===== src/hw/tsr_pkg.sv =====
//////////////////////////////////////////////////////////////////////////////
// Purpose: Constants of the temperature sensor register file
// Assumes: Byte-level access delivered by a separate serial front end
// Notes:   Select codes, field positions, reset values and fault counts
//////////////////////////////////////////////////////////////////////////////
package tsr_pkg;

  // Select codes held in the low three bits of register_select
  localparam logic [2:0] SEL_TEMPERATURE_RESULT = 3'h0;
  localparam logic [2:0] SEL_OPERATING_CONFIG   = 3'h1;
  localparam logic [2:0] SEL_LOW_LIMIT          = 3'h2;
  localparam logic [2:0] SEL_HIGH_LIMIT         = 3'h3;
  localparam logic [2:0] SEL_SINGLE_CONVERSION  = 3'h4;

  // Reset values
  localparam logic [7:0]  REGISTER_SELECT_RESET    = 8'h00;
  localparam logic [15:0] TEMPERATURE_RESULT_RESET = 16'h0000;
  localparam logic [15:0] OPERATING_CONFIG_RESET   = 16'h0000;
  localparam logic [15:0] LOW_LIMIT_RESET          = 16'h4b00;
  localparam logic [15:0] HIGH_LIMIT_RESET         = 16'h5000;

  // Field layout of the select register and the 16-bit registers
  localparam int SELECT_BITS_MSB     = 2;
  localparam int VALUE_MSB           = 15;
  localparam int VALUE_LSB           = 4;
  localparam int SINGLE_CONV_POS     = 13;
  localparam int FAULT_QUEUE_MSB     = 12;
  localparam int FAULT_QUEUE_LSB     = 11;
  localparam int ALERT_POLARITY_POS  = 10;
  localparam int THERMOSTAT_MODE_POS = 9;
  localparam int SHUTDOWN_POS        = 8;

  // Consecutive faults needed per fault_queue_depth code
  localparam logic [2:0] FAULTS_CODE0 = 3'h1;
  localparam logic [2:0] FAULTS_CODE1 = 3'h2;
  localparam logic [2:0] FAULTS_CODE2 = 3'h4;
  localparam logic [2:0] FAULTS_CODE3 = 3'h6;

  typedef enum logic [1:0] {
    CONV_SHUTDOWN,
    CONV_CONTINUOUS,
    CONV_SINGLE
  } tsr_conv_state_type;

endpackage


===== src/hw/tsr_register_file.sv =====
//////////////////////////////////////////////////////////////////////////////
// Purpose: Pointer-addressed register bank of a digital temperature sensor
// Assumes: Serial front end gives one-cycle byte strobes on clk
// Notes:   16-bit registers move MSB first; frameStart restarts byte order
//////////////////////////////////////////////////////////////////////////////
`timescale 1ns/1ps

module tsr_register_file
  import tsr_pkg::*;
(
  input  wire logic        clk,
  input  wire logic        sys_rst,
  input  wire logic        frameStart,
  input  wire logic        selectWrite,
  input  wire logic        dataWrite,
  input  wire logic [7:0]  writeByte,
  input  wire logic        readByte,
  input  wire logic        convDone,
  input  wire logic [11:0] convResult,
  output logic      [7:0]  readData,
  output logic             readValid,
  output logic             convRunning,
  output logic             singleConvStart,
  output logic      [2:0]  faultsNeeded,
  output logic             alertPolarity,
  output logic             thermostatMode,
  output logic             shutdownActive,
  output logic      [11:0] lowLimit,
  output logic      [11:0] highLimit
);

  //////////////////////////////////////////////////////////////////////////////
  // State

  logic [7:0]  registerSelect_reg;
  logic        byteIndex_reg;
  logic [11:0] temperatureResult_reg;
  logic        singleConversionBit_reg;
  logic [1:0]  faultQueueDepth_reg;
  logic        alertPolarity_reg;
  logic        thermostatMode_reg;
  logic        shutdownBit_reg;
  logic [11:0] lowLimit_reg;
  logic [11:0] highLimit_reg;
  logic [7:0]  readData_reg;
  logic        readValid_reg;
  logic        singleConvStart_reg;
  logic [2:0]  faultsNeeded_reg;
  logic        convRunning_reg;
  tsr_conv_state_type convState_reg;
  tsr_conv_state_type convState_next;

  //////////////////////////////////////////////////////////////////////////////
  // Decode

  logic [2:0]  selectCode;
  logic        msbPhase;
  logic        writeConfig;
  logic        writeLow;
  logic        writeHigh;
  logic        writeTrigger;
  logic        writeConfigMsb;
  logic        writeLowMsb;
  logic        writeLowLsb;
  logic        writeHighMsb;
  logic        writeHighLsb;
  logic [15:0] configWord;
  logic [15:0] resultWord;
  logic [15:0] lowWord;
  logic [15:0] highWord;
  logic [15:0] selectedWord;
  logic [7:0]  selectedByte;
  logic        triggerAccepted;
  logic        storeResult;
  logic [2:0]  faultsNeededNext;
  logic [7:0]  selectNext;
  logic        byteIndexNext;

  assign selectCode   = registerSelect_reg[SELECT_BITS_MSB:0];
  assign msbPhase     = ~byteIndex_reg;
  assign writeConfig  = dataWrite && (selectCode == SEL_OPERATING_CONFIG);
  assign writeLow     = dataWrite && (selectCode == SEL_LOW_LIMIT);
  assign writeHigh    = dataWrite && (selectCode == SEL_HIGH_LIMIT);
  assign writeTrigger = dataWrite && (selectCode == SEL_SINGLE_CONVERSION);

  // Byte position splits each data write into its MS or LS half
  assign writeConfigMsb = writeConfig && msbPhase;
  assign writeLowMsb    = writeLow && msbPhase;
  assign writeLowLsb    = writeLow && !msbPhase;
  assign writeHighMsb   = writeHigh && msbPhase;
  assign writeHighLsb   = writeHigh && !msbPhase;

  // Reserved configuration bits and the whole low byte read zero
  assign configWord = {2'h0, singleConversionBit_reg, faultQueueDepth_reg,
                       alertPolarity_reg, thermostatMode_reg, shutdownBit_reg,
                       8'h00};
  assign resultWord = {temperatureResult_reg, 4'h0};
  assign lowWord    = {lowLimit_reg, 4'h0};
  assign highWord   = {highLimit_reg, 4'h0};

  // Trigger and unused codes read as zero
  assign selectedWord =
    (selectCode == SEL_TEMPERATURE_RESULT) ? resultWord :
    (selectCode == SEL_OPERATING_CONFIG)   ? configWord :
    (selectCode == SEL_LOW_LIMIT)          ? lowWord    :
    (selectCode == SEL_HIGH_LIMIT)         ? highWord   : 16'h0000;

  assign selectedByte = msbPhase ? selectedWord[15:8] : selectedWord[7:0];

  // Pointer byte keeps only the select bits; reserved bits stay zero
  assign selectNext = selectWrite ? {5'h00, writeByte[SELECT_BITS_MSB:0]}
                                  : registerSelect_reg;

  // Any new frame or pointer write restarts at the MS byte
  assign byteIndexNext = (frameStart || selectWrite) ? 1'b0 :
                         (readByte || dataWrite)     ? ~byteIndex_reg :
                                                       byteIndex_reg;

  // A trigger during a running single conversion is dropped, not queued
  assign triggerAccepted = writeTrigger && !shutdownBit_reg &&
                           singleConversionBit_reg;

  // Result only follows conversions the mode allows
  assign storeResult = convDone && (convState_reg != CONV_SHUTDOWN);

  assign faultsNeededNext =
    (faultQueueDepth_reg == 2'h0) ? FAULTS_CODE0 :
    (faultQueueDepth_reg == 2'h1) ? FAULTS_CODE1 :
    (faultQueueDepth_reg == 2'h2) ? FAULTS_CODE2 : FAULTS_CODE3;

  //////////////////////////////////////////////////////////////////////////////
  // Conversion mode

  always_comb
  begin
    convState_next = convState_reg;
    unique case (convState_reg)
      CONV_SHUTDOWN:
      begin
        if (!shutdownBit_reg && !singleConversionBit_reg)
          convState_next = CONV_CONTINUOUS;
        else if (triggerAccepted)
          convState_next = CONV_SINGLE;
      end
      CONV_CONTINUOUS:
      begin
        if (shutdownBit_reg || singleConversionBit_reg)
          convState_next = CONV_SHUTDOWN;
      end
      CONV_SINGLE:
      begin
        // Setting shutdown aborts a running single conversion
        if (shutdownBit_reg || convDone)
          convState_next = CONV_SHUTDOWN;
      end
      // Unused state code falls back to the safe idle state
      default:
        convState_next = CONV_SHUTDOWN;
    endcase
  end

  always_ff @(posedge clk or posedge sys_rst)
  begin
    if (sys_rst)
    begin
      convState_reg       <= CONV_CONTINUOUS;
      convRunning_reg     <= 1'b1;
      singleConvStart_reg <= 1'b0;
    end
    else
    begin
      convState_reg       <= convState_next;
      convRunning_reg     <= (convState_next != CONV_SHUTDOWN);
      singleConvStart_reg <= triggerAccepted && (convState_reg == CONV_SHUTDOWN);
    end
  end

  //////////////////////////////////////////////////////////////////////////////
  // Select register and byte order

  always_ff @(posedge clk or posedge sys_rst)
  begin
    if (sys_rst)
    begin
      registerSelect_reg <= REGISTER_SELECT_RESET;
      byteIndex_reg      <= 1'b0;
    end
    else
    begin
      registerSelect_reg <= selectNext;
      byteIndex_reg      <= byteIndexNext;
    end
  end

  //////////////////////////////////////////////////////////////////////////////
  // Temperature result

  always_ff @(posedge clk or posedge sys_rst)
  begin
    if (sys_rst)
      temperatureResult_reg <= TEMPERATURE_RESULT_RESET[VALUE_MSB:VALUE_LSB];
    else if (storeResult)
      temperatureResult_reg <= convResult;
  end

  //////////////////////////////////////////////////////////////////////////////
  // Configuration: only the MS byte holds fields, so LS byte writes drop out

  always_ff @(posedge clk or posedge sys_rst)
  begin
    if (sys_rst)
    begin
      singleConversionBit_reg <= OPERATING_CONFIG_RESET[SINGLE_CONV_POS];
      faultQueueDepth_reg     <= OPERATING_CONFIG_RESET[FAULT_QUEUE_MSB:FAULT_QUEUE_LSB];
      alertPolarity_reg       <= OPERATING_CONFIG_RESET[ALERT_POLARITY_POS];
      thermostatMode_reg      <= OPERATING_CONFIG_RESET[THERMOSTAT_MODE_POS];
      shutdownBit_reg         <= OPERATING_CONFIG_RESET[SHUTDOWN_POS];
    end
    else if (writeConfigMsb)
    begin
      singleConversionBit_reg <= writeByte[SINGLE_CONV_POS - 8];
      faultQueueDepth_reg     <= writeByte[FAULT_QUEUE_MSB - 8:FAULT_QUEUE_LSB - 8];
      alertPolarity_reg       <= writeByte[ALERT_POLARITY_POS - 8];
      thermostatMode_reg      <= writeByte[THERMOSTAT_MODE_POS - 8];
      shutdownBit_reg         <= writeByte[SHUTDOWN_POS - 8];
    end
  end

  //////////////////////////////////////////////////////////////////////////////
  // Limits: MS and LS bytes both update their halves, low nibble never stored

  always_ff @(posedge clk or posedge sys_rst)
  begin
    if (sys_rst)
    begin
      lowLimit_reg  <= LOW_LIMIT_RESET[VALUE_MSB:VALUE_LSB];
      highLimit_reg <= HIGH_LIMIT_RESET[VALUE_MSB:VALUE_LSB];
    end
    else
    begin
      if (writeLowMsb)
        lowLimit_reg[11:4] <= writeByte;
      else if (writeLowLsb)
        lowLimit_reg[3:0] <= writeByte[7:4];
      if (writeHighMsb)
        highLimit_reg[11:4] <= writeByte;
      else if (writeHighLsb)
        highLimit_reg[3:0] <= writeByte[7:4];
    end
  end

  //////////////////////////////////////////////////////////////////////////////
  // Read path and registered copies of the controls

  always_ff @(posedge clk or posedge sys_rst)
  begin
    if (sys_rst)
    begin
      readData_reg     <= 8'h00;
      readValid_reg    <= 1'b0;
      faultsNeeded_reg <= FAULTS_CODE0;
    end
    else
    begin
      readValid_reg    <= readByte;
      faultsNeeded_reg <= faultsNeededNext;
      // Byte holds between reads so a slow front end can still take it
      if (readByte)
        readData_reg <= selectedByte;
    end
  end

  assign readData        = readData_reg;
  assign readValid       = readValid_reg;
  assign convRunning     = convRunning_reg;
  assign singleConvStart = singleConvStart_reg;
  assign faultsNeeded    = faultsNeeded_reg;
  assign alertPolarity   = alertPolarity_reg;
  assign thermostatMode  = thermostatMode_reg;
  assign shutdownActive  = shutdownBit_reg;
  assign lowLimit        = lowLimit_reg;
  assign highLimit       = highLimit_reg;

endmodule


===== config.mk =====
export PLATFORM = sky130hd
export DESIGN_NAME = tsr_register_file
export DESIGN_NICKNAME = d
export VERILOG_FILES = /design/src/hw/tsr_pkg.sv /design/src/hw/tsr_register_file.sv
export SDC_FILE = /design/constraint.sdc
export NUM_CORES = 1
export LEC_CHECK = 0
export BUFFER_PORTS_ARGS = -buffer_cell sky130_fd_sc_hd__buf_2
export CORE_MARGIN = 8
export CORE_UTILIZATION = 25
export DETAILED_ROUTE_END_ITERATION = 8
export GPL_TIMING_DRIVEN = 0
export HOLD_SLACK_MARGIN = 0.02
export SYNTH_ARGS = -nofsm -noshare
export SYNTH_HDL_FRONTEND = slang
export SYNTH_SLANG_ARGS = --single-unit

===== constraint.sdc =====
create_clock -name clk -period 2.8 [get_ports clk]
set_input_delay 0.14 -clock clk [delete_from_list [all_inputs] [get_ports clk]]
set_output_delay 0.14 -clock clk [all_outputs]
set_load 0.02 [all_outputs]

== Word level (Yosys, flattened, before mapping) ==
Cells that the tools add are included.

* Bits in registers: 62
* Bits of input ports: 27
* Output and inout bits: 41
* Logic and storage cells: 72

* Equal/unequal tests: 8
* Mux-type cells: 15
* Bitwise operators: 3
* Reductions and logical operators: 28

{| class="wikitable"
|+ Operators by type and width
! kind !! count
|-
| $mux 16 || 4
|-
| $logic_and 1x1->1 || 14
|-
| $mux 2 || 5
|-
| $mux 8 || 1
|-
| $eq 3x2->1 const B || 2
|-
| $mux 3 || 2
|-
| $pmux 2 s3 || 1
|-
| $reduce_bool 2->1 || 3
|-
| $eq 2x1->1 const B || 2
|-
| $eq 2x2->1 const B || 2
|-
| $logic_not 2->1 || 2
|-
| $logic_or 1x1->1 || 4
|-
| $reduce_and 2->1 || 2
|-
| $eq 3x1->1 const B || 1
|-
| $eq 3x3->1 const B || 1
|-
| $logic_not 3->1 || 1
|-
| $not 1->1 || 3
|-
| $logic_not 1->1 || 2
|-
| $mux 1 || 2
|}

== Longest topological paths before layout ==
Gate-level depths: netlist (run 1).

* Depth after elaboration: 8
* Mapped depth: 5
* Gate-level depth less buffers: 3

== Worst setup path before layout (run 1) ==
No wires, ideal clock.

* Kind: reg2reg
* From: register byteIndex_reg
* To: register lowLimit_reg[11] (netlist: lowLimit[11])
* Library setup time: 0.125 ns
* Data arrival time: 1.504 ns
* Data required time: 2.675 ns
* Path slack: 1.172 ns
* Cell stages (with the launch flop): 6
* Buffers on the path: 2
* Period minus slack after synthesis: 1.628 ns
* Cell sequence: dfrtp_1 buf_6 or2_1 buf_6 nor3_4 mux2_2

* Cells in the longest elaborated chain, start to end: 2

{| class="wikitable"
|+ RTL lines
! what !! line !! source
|-
| start: declaration || tsr_register_file.sv:36 || <nowiki>logic byteIndex_reg;</nowiki>
|-
| start signal: assignment || tsr_register_file.sv:191 || <nowiki>byteIndex_reg <= byteIndexNext;</nowiki>
|-
| $not 1->1 || tsr_register_file.sv:80 || <nowiki>assign msbPhase = ~byteIndex_reg;</nowiki>
|-
| $logic_and 1x1->1 || tsr_register_file.sv:88 || <nowiki>assign writeLowMsb = writeLow && msbPhase;</nowiki>
|-
| end signal: assignment || tsr_register_file.sv:236 || <nowiki>lowLimit_reg <= LOW_LIMIT_RESET[VALUE_MSB:VALUE_LSB];</nowiki>
|-
| end signal: assignment || tsr_register_file.sv:242 || <nowiki>lowLimit_reg[11:4] <= writeByte;</nowiki>
|-
| end: declaration || tsr_register_file.sv:43 || <nowiki>logic [11:0] lowLimit_reg;</nowiki>
|}

Every way passes these cells.
A chain may end at the register's enable or synchronous reset.

== Worst setup path in the final report (run 1) ==
* From: register byteIndex_reg
* To: register highLimit_reg[9] (netlist: highLimit[9])

* Cells in the longest elaborated chain, start to end: 2

{| class="wikitable"
|+ RTL lines
! what !! line !! source
|-
| $not 1->1 || tsr_register_file.sv:80 ||
|-
| $logic_and 1x1->1 || tsr_register_file.sv:90 || <nowiki>assign writeHighMsb = writeHigh && msbPhase;</nowiki>
|-
| end signal: assignment || tsr_register_file.sv:237 || <nowiki>highLimit_reg <= HIGH_LIMIT_RESET[VALUE_MSB:VALUE_LSB];</nowiki>
|-
| end signal: assignment || tsr_register_file.sv:246 || <nowiki>highLimit_reg[11:4] <= writeByte;</nowiki>
|-
| end: declaration || tsr_register_file.sv:44 || <nowiki>logic [11:0] highLimit_reg;</nowiki>
|}

Every way passes these cells.

==> results of run 1 <==
==> cells in the mapped netlist, types with 3 or more instances <==
cell type / count / share of area (%)
inv_1: 5 / 0.68
nand2_1: 5 / 0.68
mux2i_1: 4 / 1.5
dfstp_2: 9 / 8.6
nor3_1: 5 / 0.91
nor2b_1: 5 / 1.1
clkbuf_1: 5 / 0.68
buf_2: 3 / 0.55
nand3_1: 4 / 0.73
nor2_1: 11 / 1.5
mux2_2: 55 / 23
a221oi_1: 5 / 1.6
dfrtp_1: 53 / 48
==> worst max-delay path, stage by stage (launching register included) <==
cell	delay (ns)
dfrtp_1	0.37
buf_6	0.14
or2_1	0.23
buf_6	0.14
nor2_2	0.50
mux2_2	0.40
==> through the flow <==
stage / hold slack, ns / power (mW) / std cells / setup slack [ns]
2_1_floorplan: 0.171 / 2.08 / 201 / 1.13
3_3_place_gp: 0.276 / 2.44 / 408 / 0.340
3_5_place_dp: 0.236 / 2.47 / 409 / 0.881
4_1_cts: 0.0318 / 3.17 / 428 / 0.877
5_1_grt: 0.0365 / 3.33 / 428 / 0.848
6_report: 0.0450 / 3.13 / 428 / 0.901
==> cells by family after synthesis <==
logic type / count (synthesis)
XOR/XNOR: 1
flip-flops: 62
AND/OR/NAND/NOR: 41
buffers and inverters: 17
multiplexers: 62
AO/OA/AOI/OAI: 18
==> path summary, 6_finish.rpt <==
path | from | end | cells after the start
max in group asynchronous | sys_rst | highLimit[8] | 4
worst min-delay path | convResult[0] | temperatureResult_reg[0] | 2
min in group asynchronous | sys_rst | readValid | 3
worst max-delay path | byteIndex_reg | highLimit[9] | 5
worst min register to register | convState_reg[1] | convState_reg[0] | 1
worst max register to register | byteIndex_reg | highLimit[9] | 5
==> report_power, final <==
group          internal [mW]  switching (mW)
combinational          0.467           0.546
clock                  0.370           0.320
sequential              1.23           0.195
==> layer usage <==
metal	up-vias	global-route usage (%)	share of wire, %
met1	939	12.4	43
met3	12	4.57	7.5
met2	48	17.0	48
li1	892	-	-
met4	0	3.36	1.5
met5	-	0	0
==> layout make-up <==
| type | count | area [um^2] | share of cell area (%) |
|---|---|---|---|
| Inverter | 5 | 18.8 | 0.540 |
| Tap cell | 140 | 175 | 5.04 |
| Multi-Input combinational cell | 122 | 1090 | 31.3 |
| Clock inverter | 1 | 5.00 | 0.144 |
| Buffer | 12 | 71.3 | 2.05 |
| Timing Repair Buffer | 71 | 385 | 11.1 |
| Clock buffer | 15 | 166 | 4.79 |
| Sequential cell | 62 | 1560 | 45.0 |
==> repair_timing <==
action,CTS,global route
hold buffers,3,0
gates resized for setup,0,0
endpoints found under the hold margin,22,0
==> out/summary.txt, run 1 <==
Post-synth ARST share: 100%
Die Wd: 121 um
fin crit share: 67.8%
fin crit period: 1.90 ns
register area share after synthesis: 57.0%
drt pass-1 iters: 4
outcome: finished clean
area grow syn2layout: 26.7%
most frequent cells in the layout: 70 x buf_2, 55 x mux2_2, 53 x dfrtp_1
remaining antenna violation count: 0
worst slew pin tran: 0.617 ns
number of DRC markers in iteration 0: 77
DRC: 0
Setup CP Type: reg -> reg
largest family of logic cells by synthesized area: multiplexers
grt total ovfl: 0
Max Cap Viol: 0
Final GP Congestion: 0.758
share of post-route cells with drive strength above 1: 55.2%
post-synthesis register bit count: 62
clock sink total: 62
initial core utilization: 25.4%
RSZ-0062 raised after global routing: no
vias in the first global route: 2089
Slew headroom: 58.8%
fin area: 3470 um^2
most common cell after layout, fill and taps aside: buf_2
Final setup viols: 0
DR vias/cell: 4.42
via count: 1891
Synth Cell Area: 2740 um^2
WP data required: 3.01 ns
CP Capture Type: flip-flop
Mapped Cells: 201
Adder-Cell Fraction of Synth Area: 0%
FMAX: 0.526 GHz
die footprint: 14600 um^2
Total GRT Usage: 10.6%
pin count of the biggest net entering global routing: 38
CP Max Fanout: 9
Cell variety after synth: 36
Compound-Gate Fraction of Synth Area: 4.97%
clk_lat worst skew: 0.33 ns
top_reg_cell synth: dfrtp_1
Pleak: 1.56 nW
Critical Path AT: 2.11 ns
Die H: 121 um
first-pass GRT wire length: 11800 um
flop-to-flop setup slack: 0.90 ns
Worst Skew: 0.00791 ns
H-Tree Depth: 3
Finished Core Util: 32.2%
Fillers: 1123
Syn Nets: 228
mux cell area share after synthesis: 26.1%
Synthesis Warnings: 0
Post-Synth XOR/XNOR Area: 0.319%
number of buffers added on ports: 67
Post-CTS Setup Repair Bufs: 0
Std-Cell Rows: 38
clock tree buffer depth: 2
HP Class: in -> reg
Detailed Route WL: 7410 um
CP startpoint kind: flip-flop
cell area after placement: 3270 um^2
Pins Over Slew Limit: 0
CTS tree: done
PwrDens: 900 nW/um^2
core area: 10800 um^2
Syn Area/Cell: 13.6 um^2
Post-Synth Simple-Gate Area: 8.31%
Clock Pin Slew Worst Setup and Hold Paths: 0.07 ns
Peak supply drop: 0.000268 V
number of synthesized flops with an enable pin: 0
# diodes: 0
WL/cell: 17.3 um
Num CTS Buffers: 9
I/O pin total: 68
TNS Setup: 0 ns
Fin. Hold Viols: 0
CTS root buffer: clkbuf_8
HPWL after detailed placement: 5600 um
initial antenna violation count: 0
# nets final: 310
Note: power is estimated with default switching activity, not from simulation.
==> run 2, diff against run 1 <==
- clock period: 2.8 -> 1.6 ns (I/O delays scaled with it)
==> run 2 against run 1 <==
  * Die area unchanged
  * Register-to-register slack worse by 0.86 ns
  * Sequential power grew 75%
  * Clock power up 74%
  * Largest cell class unchanged
  * Final cell count rose by 6.1%
==> out/summary.txt, run 2 (synthesis results as in run 1) <==
outcome: finished clean
critical path depth: 5 (unchanged)
CTS root buffer: clkbuf_8
delay-heaviest family, CP: flip-flops
drt pass-1 iters: 4 (unchanged)
vias in the first global route: 2272 (+8.8%)
WL/cell: 17.2 um (-0.53%)
DRC: 0 (unchanged)
RSZ-0062 raised after global routing: yes
cells along the critical path: or2_1, buf_6, nor3_4, buf_6, mux2_4
flop-to-flop setup slack: 0.05 ns (-0.86 ns)
worst flop-to-flop path endpoint: lowLimit[11]
worst r2r path cells: 5 (unchanged)
area of the multi-input gates: 1170 um^2 (+7.4%)
first-pass GRT wire length: 12600 um (+6.8%)
WP data required: 1.82 ns (-1.19 ns)
Worst Skew: 0.00787 ns (-0.0000373 ns)
FMAX: 0.643 GHz (+22%)
share of post-route cells with drive strength above 1: 57.0% (+1.8 points)
clk_lat worst skew: 0.33 ns (about the same)
DR vias/cell: 4.42 (+0.11%)
CP startpoint kind: flip-flop
clock tree buffer depth: 2 (unchanged)
initial antenna violation count: 0 (unchanged)
fin crit period: 1.55 ns (-0.345 ns)
initial core utilization: 25.4% (unchanged)
most frequent cells in the layout: 67 x buf_2, 52 x dfrtp_1, 49 x mux2_2
Std-Cell Rows: 38 (unchanged)
Final setup viols: 0 (unchanged)
PwrDens: 1460 nW/um^2 (+63%)
Slew headroom: 52.8% (-6.0 points)
number of DRC markers in iteration 0: 87 (+13%)
Max Cap Viol: 0 (unchanged)
H-Tree Depth: 3 (unchanged)
Fin. Hold Viols: 0 (unchanged)
Die Wd: 121 um (unchanged)
grt total ovfl: 0 (unchanged)
Final GP Congestion: 0.724 (-4.5%)
remaining antenna violation count: 0 (unchanged)
critical path launch point: byteIndex_reg
Die H: 121 um (unchanged)
I/O pin total: 68 (unchanged)
number of buffers added on ports: 67 (unchanged)
Setup WS post-layout: 0.0455 ns (-0.855 ns)
pin count of the biggest net entering global routing: 63 (+66%)
HP Class: in -> reg
Setup CP Type: reg -> reg
Critical Path AT: 1.77 ns (-0.34 ns)
HPWL after detailed placement: 5520 um (-1.4%)
reg2reg start: byteIndex_reg
via count: 2008 (+6.2%)
CP max stage delay: 0.44 ns (-0.06 ns)
CP Capture Type: flip-flop
# nets final: 336 (+8.4%)
hold depth: 2 (unchanged)
Pins Over Slew Limit: 0 (unchanged)
Endpoint, Worst Hold: lowLimit[4]
Clock Pin Slew Worst Setup and Hold Paths: 0.07 ns (about the same)
dpl ws: -0.294 ns (-1.17 ns)
Hold Startpoint: writeByte[0]
sequential cell area: 1560 um^2 (about the same)
Detailed Route WL: 7820 um (+5.5%)
Finished Core Util: 35.6% (+3.4 points)
Num CTS Buffers: 9 (unchanged)
fin crit share: 97.2% (+29 points)
slowest library cell on the worst path: dfrtp_2
Crit path buffers/inverters: 2 (unchanged)
Pleak: 1.72 nW (+9.9%)
Fillers: 1064 (-5.3%)
# diodes: 0 (unchanged)
most common cell after layout, fill and taps aside: buf_2
CP dominant cell by count: buf_6
Peak supply drop: 0.000609 V (+130%)
CP Max Fanout: 5 (-4)
Total GRT Usage: 11.3% (+0.70 points)
die footprint: 14600 um^2 (unchanged)
area grow syn2layout: 40.1%
clock sink total: 62 (unchanged)
CTS tree: done
worst slew pin tran: 0.707 ns (+0.0899 ns)
core area: 10800 um^2 (unchanged)
-- run 2: worst max-delay path by stage --
stage	slack, ns	to
finish	0.05	lowLimit[11]
detailed placement	-0.29	lowLimit[9]
global route	-0.02	lowLimit[11]
floorplan	-0.03	lowLimit[11]
global placement	-0.29	lowLimit[11]
CTS	-0.01	readData[4]
-- run 2: per-layer routing --
metal / vias up / part of all wire [%] / GRT usage, %
met1: 1004 / 46 / 14.5
met5: - / 0 / 0
met3: 10 / 5.2 / 3.08
met2: 48 / 48 / 17.8
li1: 946 / - / -
met4: 0 / 1.3 / 3.98
-- run 2: area by class of cell --
cell class              count  share of cell area [%]
multi-input cells         122                    30.4
clock inverters             3                   0.521
clock buffers              13                    3.88
plain buffers              10                    2.25
flip-flops and latches     62                    40.7
inverters                   5                   0.587
well taps                 140                    4.56
repair buffers             99                    17.0
-- run 2: repair_timing --
action	CTS	global route
endpoints found under the hold margin	32	25
hold buffers	21	1
gates resized for setup	12	23
setup buffers	9	0
pin swaps	3	1
endpoints found under the setup margin	42	39
-- run 2: metrics by stage --
| stage | cell area [um^2] | total power [mW] | instances | TNS, ns | hold WS, ns |
|---|---|---|---|---|---|
| after floorplan | 2750 | 3.64 | 201 | -0.113 | 0.111 |
| after global placement | 3260 | 4.27 | 408 | -5.20 | 0.216 |
| after detailed placement | 3260 | 4.32 | 408 | -5.98 | 0.218 |
| after CTS | 3750 | 5.61 | 454 | -0.0239 | 0.0222 |
| after global routing | 3840 | 5.99 | 454 | -0.0624 | 0.0401 |
| final | 3840 | 5.62 | 454 | 0 | 0.0283 |
-- run 2: power by group --
| group | total, mW | internal [mW] | switching [mW] |
|---|---|---|---|
| clock | 1.20 | 0.604 | 0.599 |
| sequential | 2.49 | 2.15 | 0.347 |
| combinational | 1.92 | 0.928 | 0.996 |
| total | 5.62 | 3.68 | 1.94 |
-- run 2: worst register-to-register path: cells and delay by family (launching register included) --
kind	cells	cell delay [ns]
buf+inv	2	0.30
mux	1	0.29
flops	1	0.44
simple gates	2	0.42
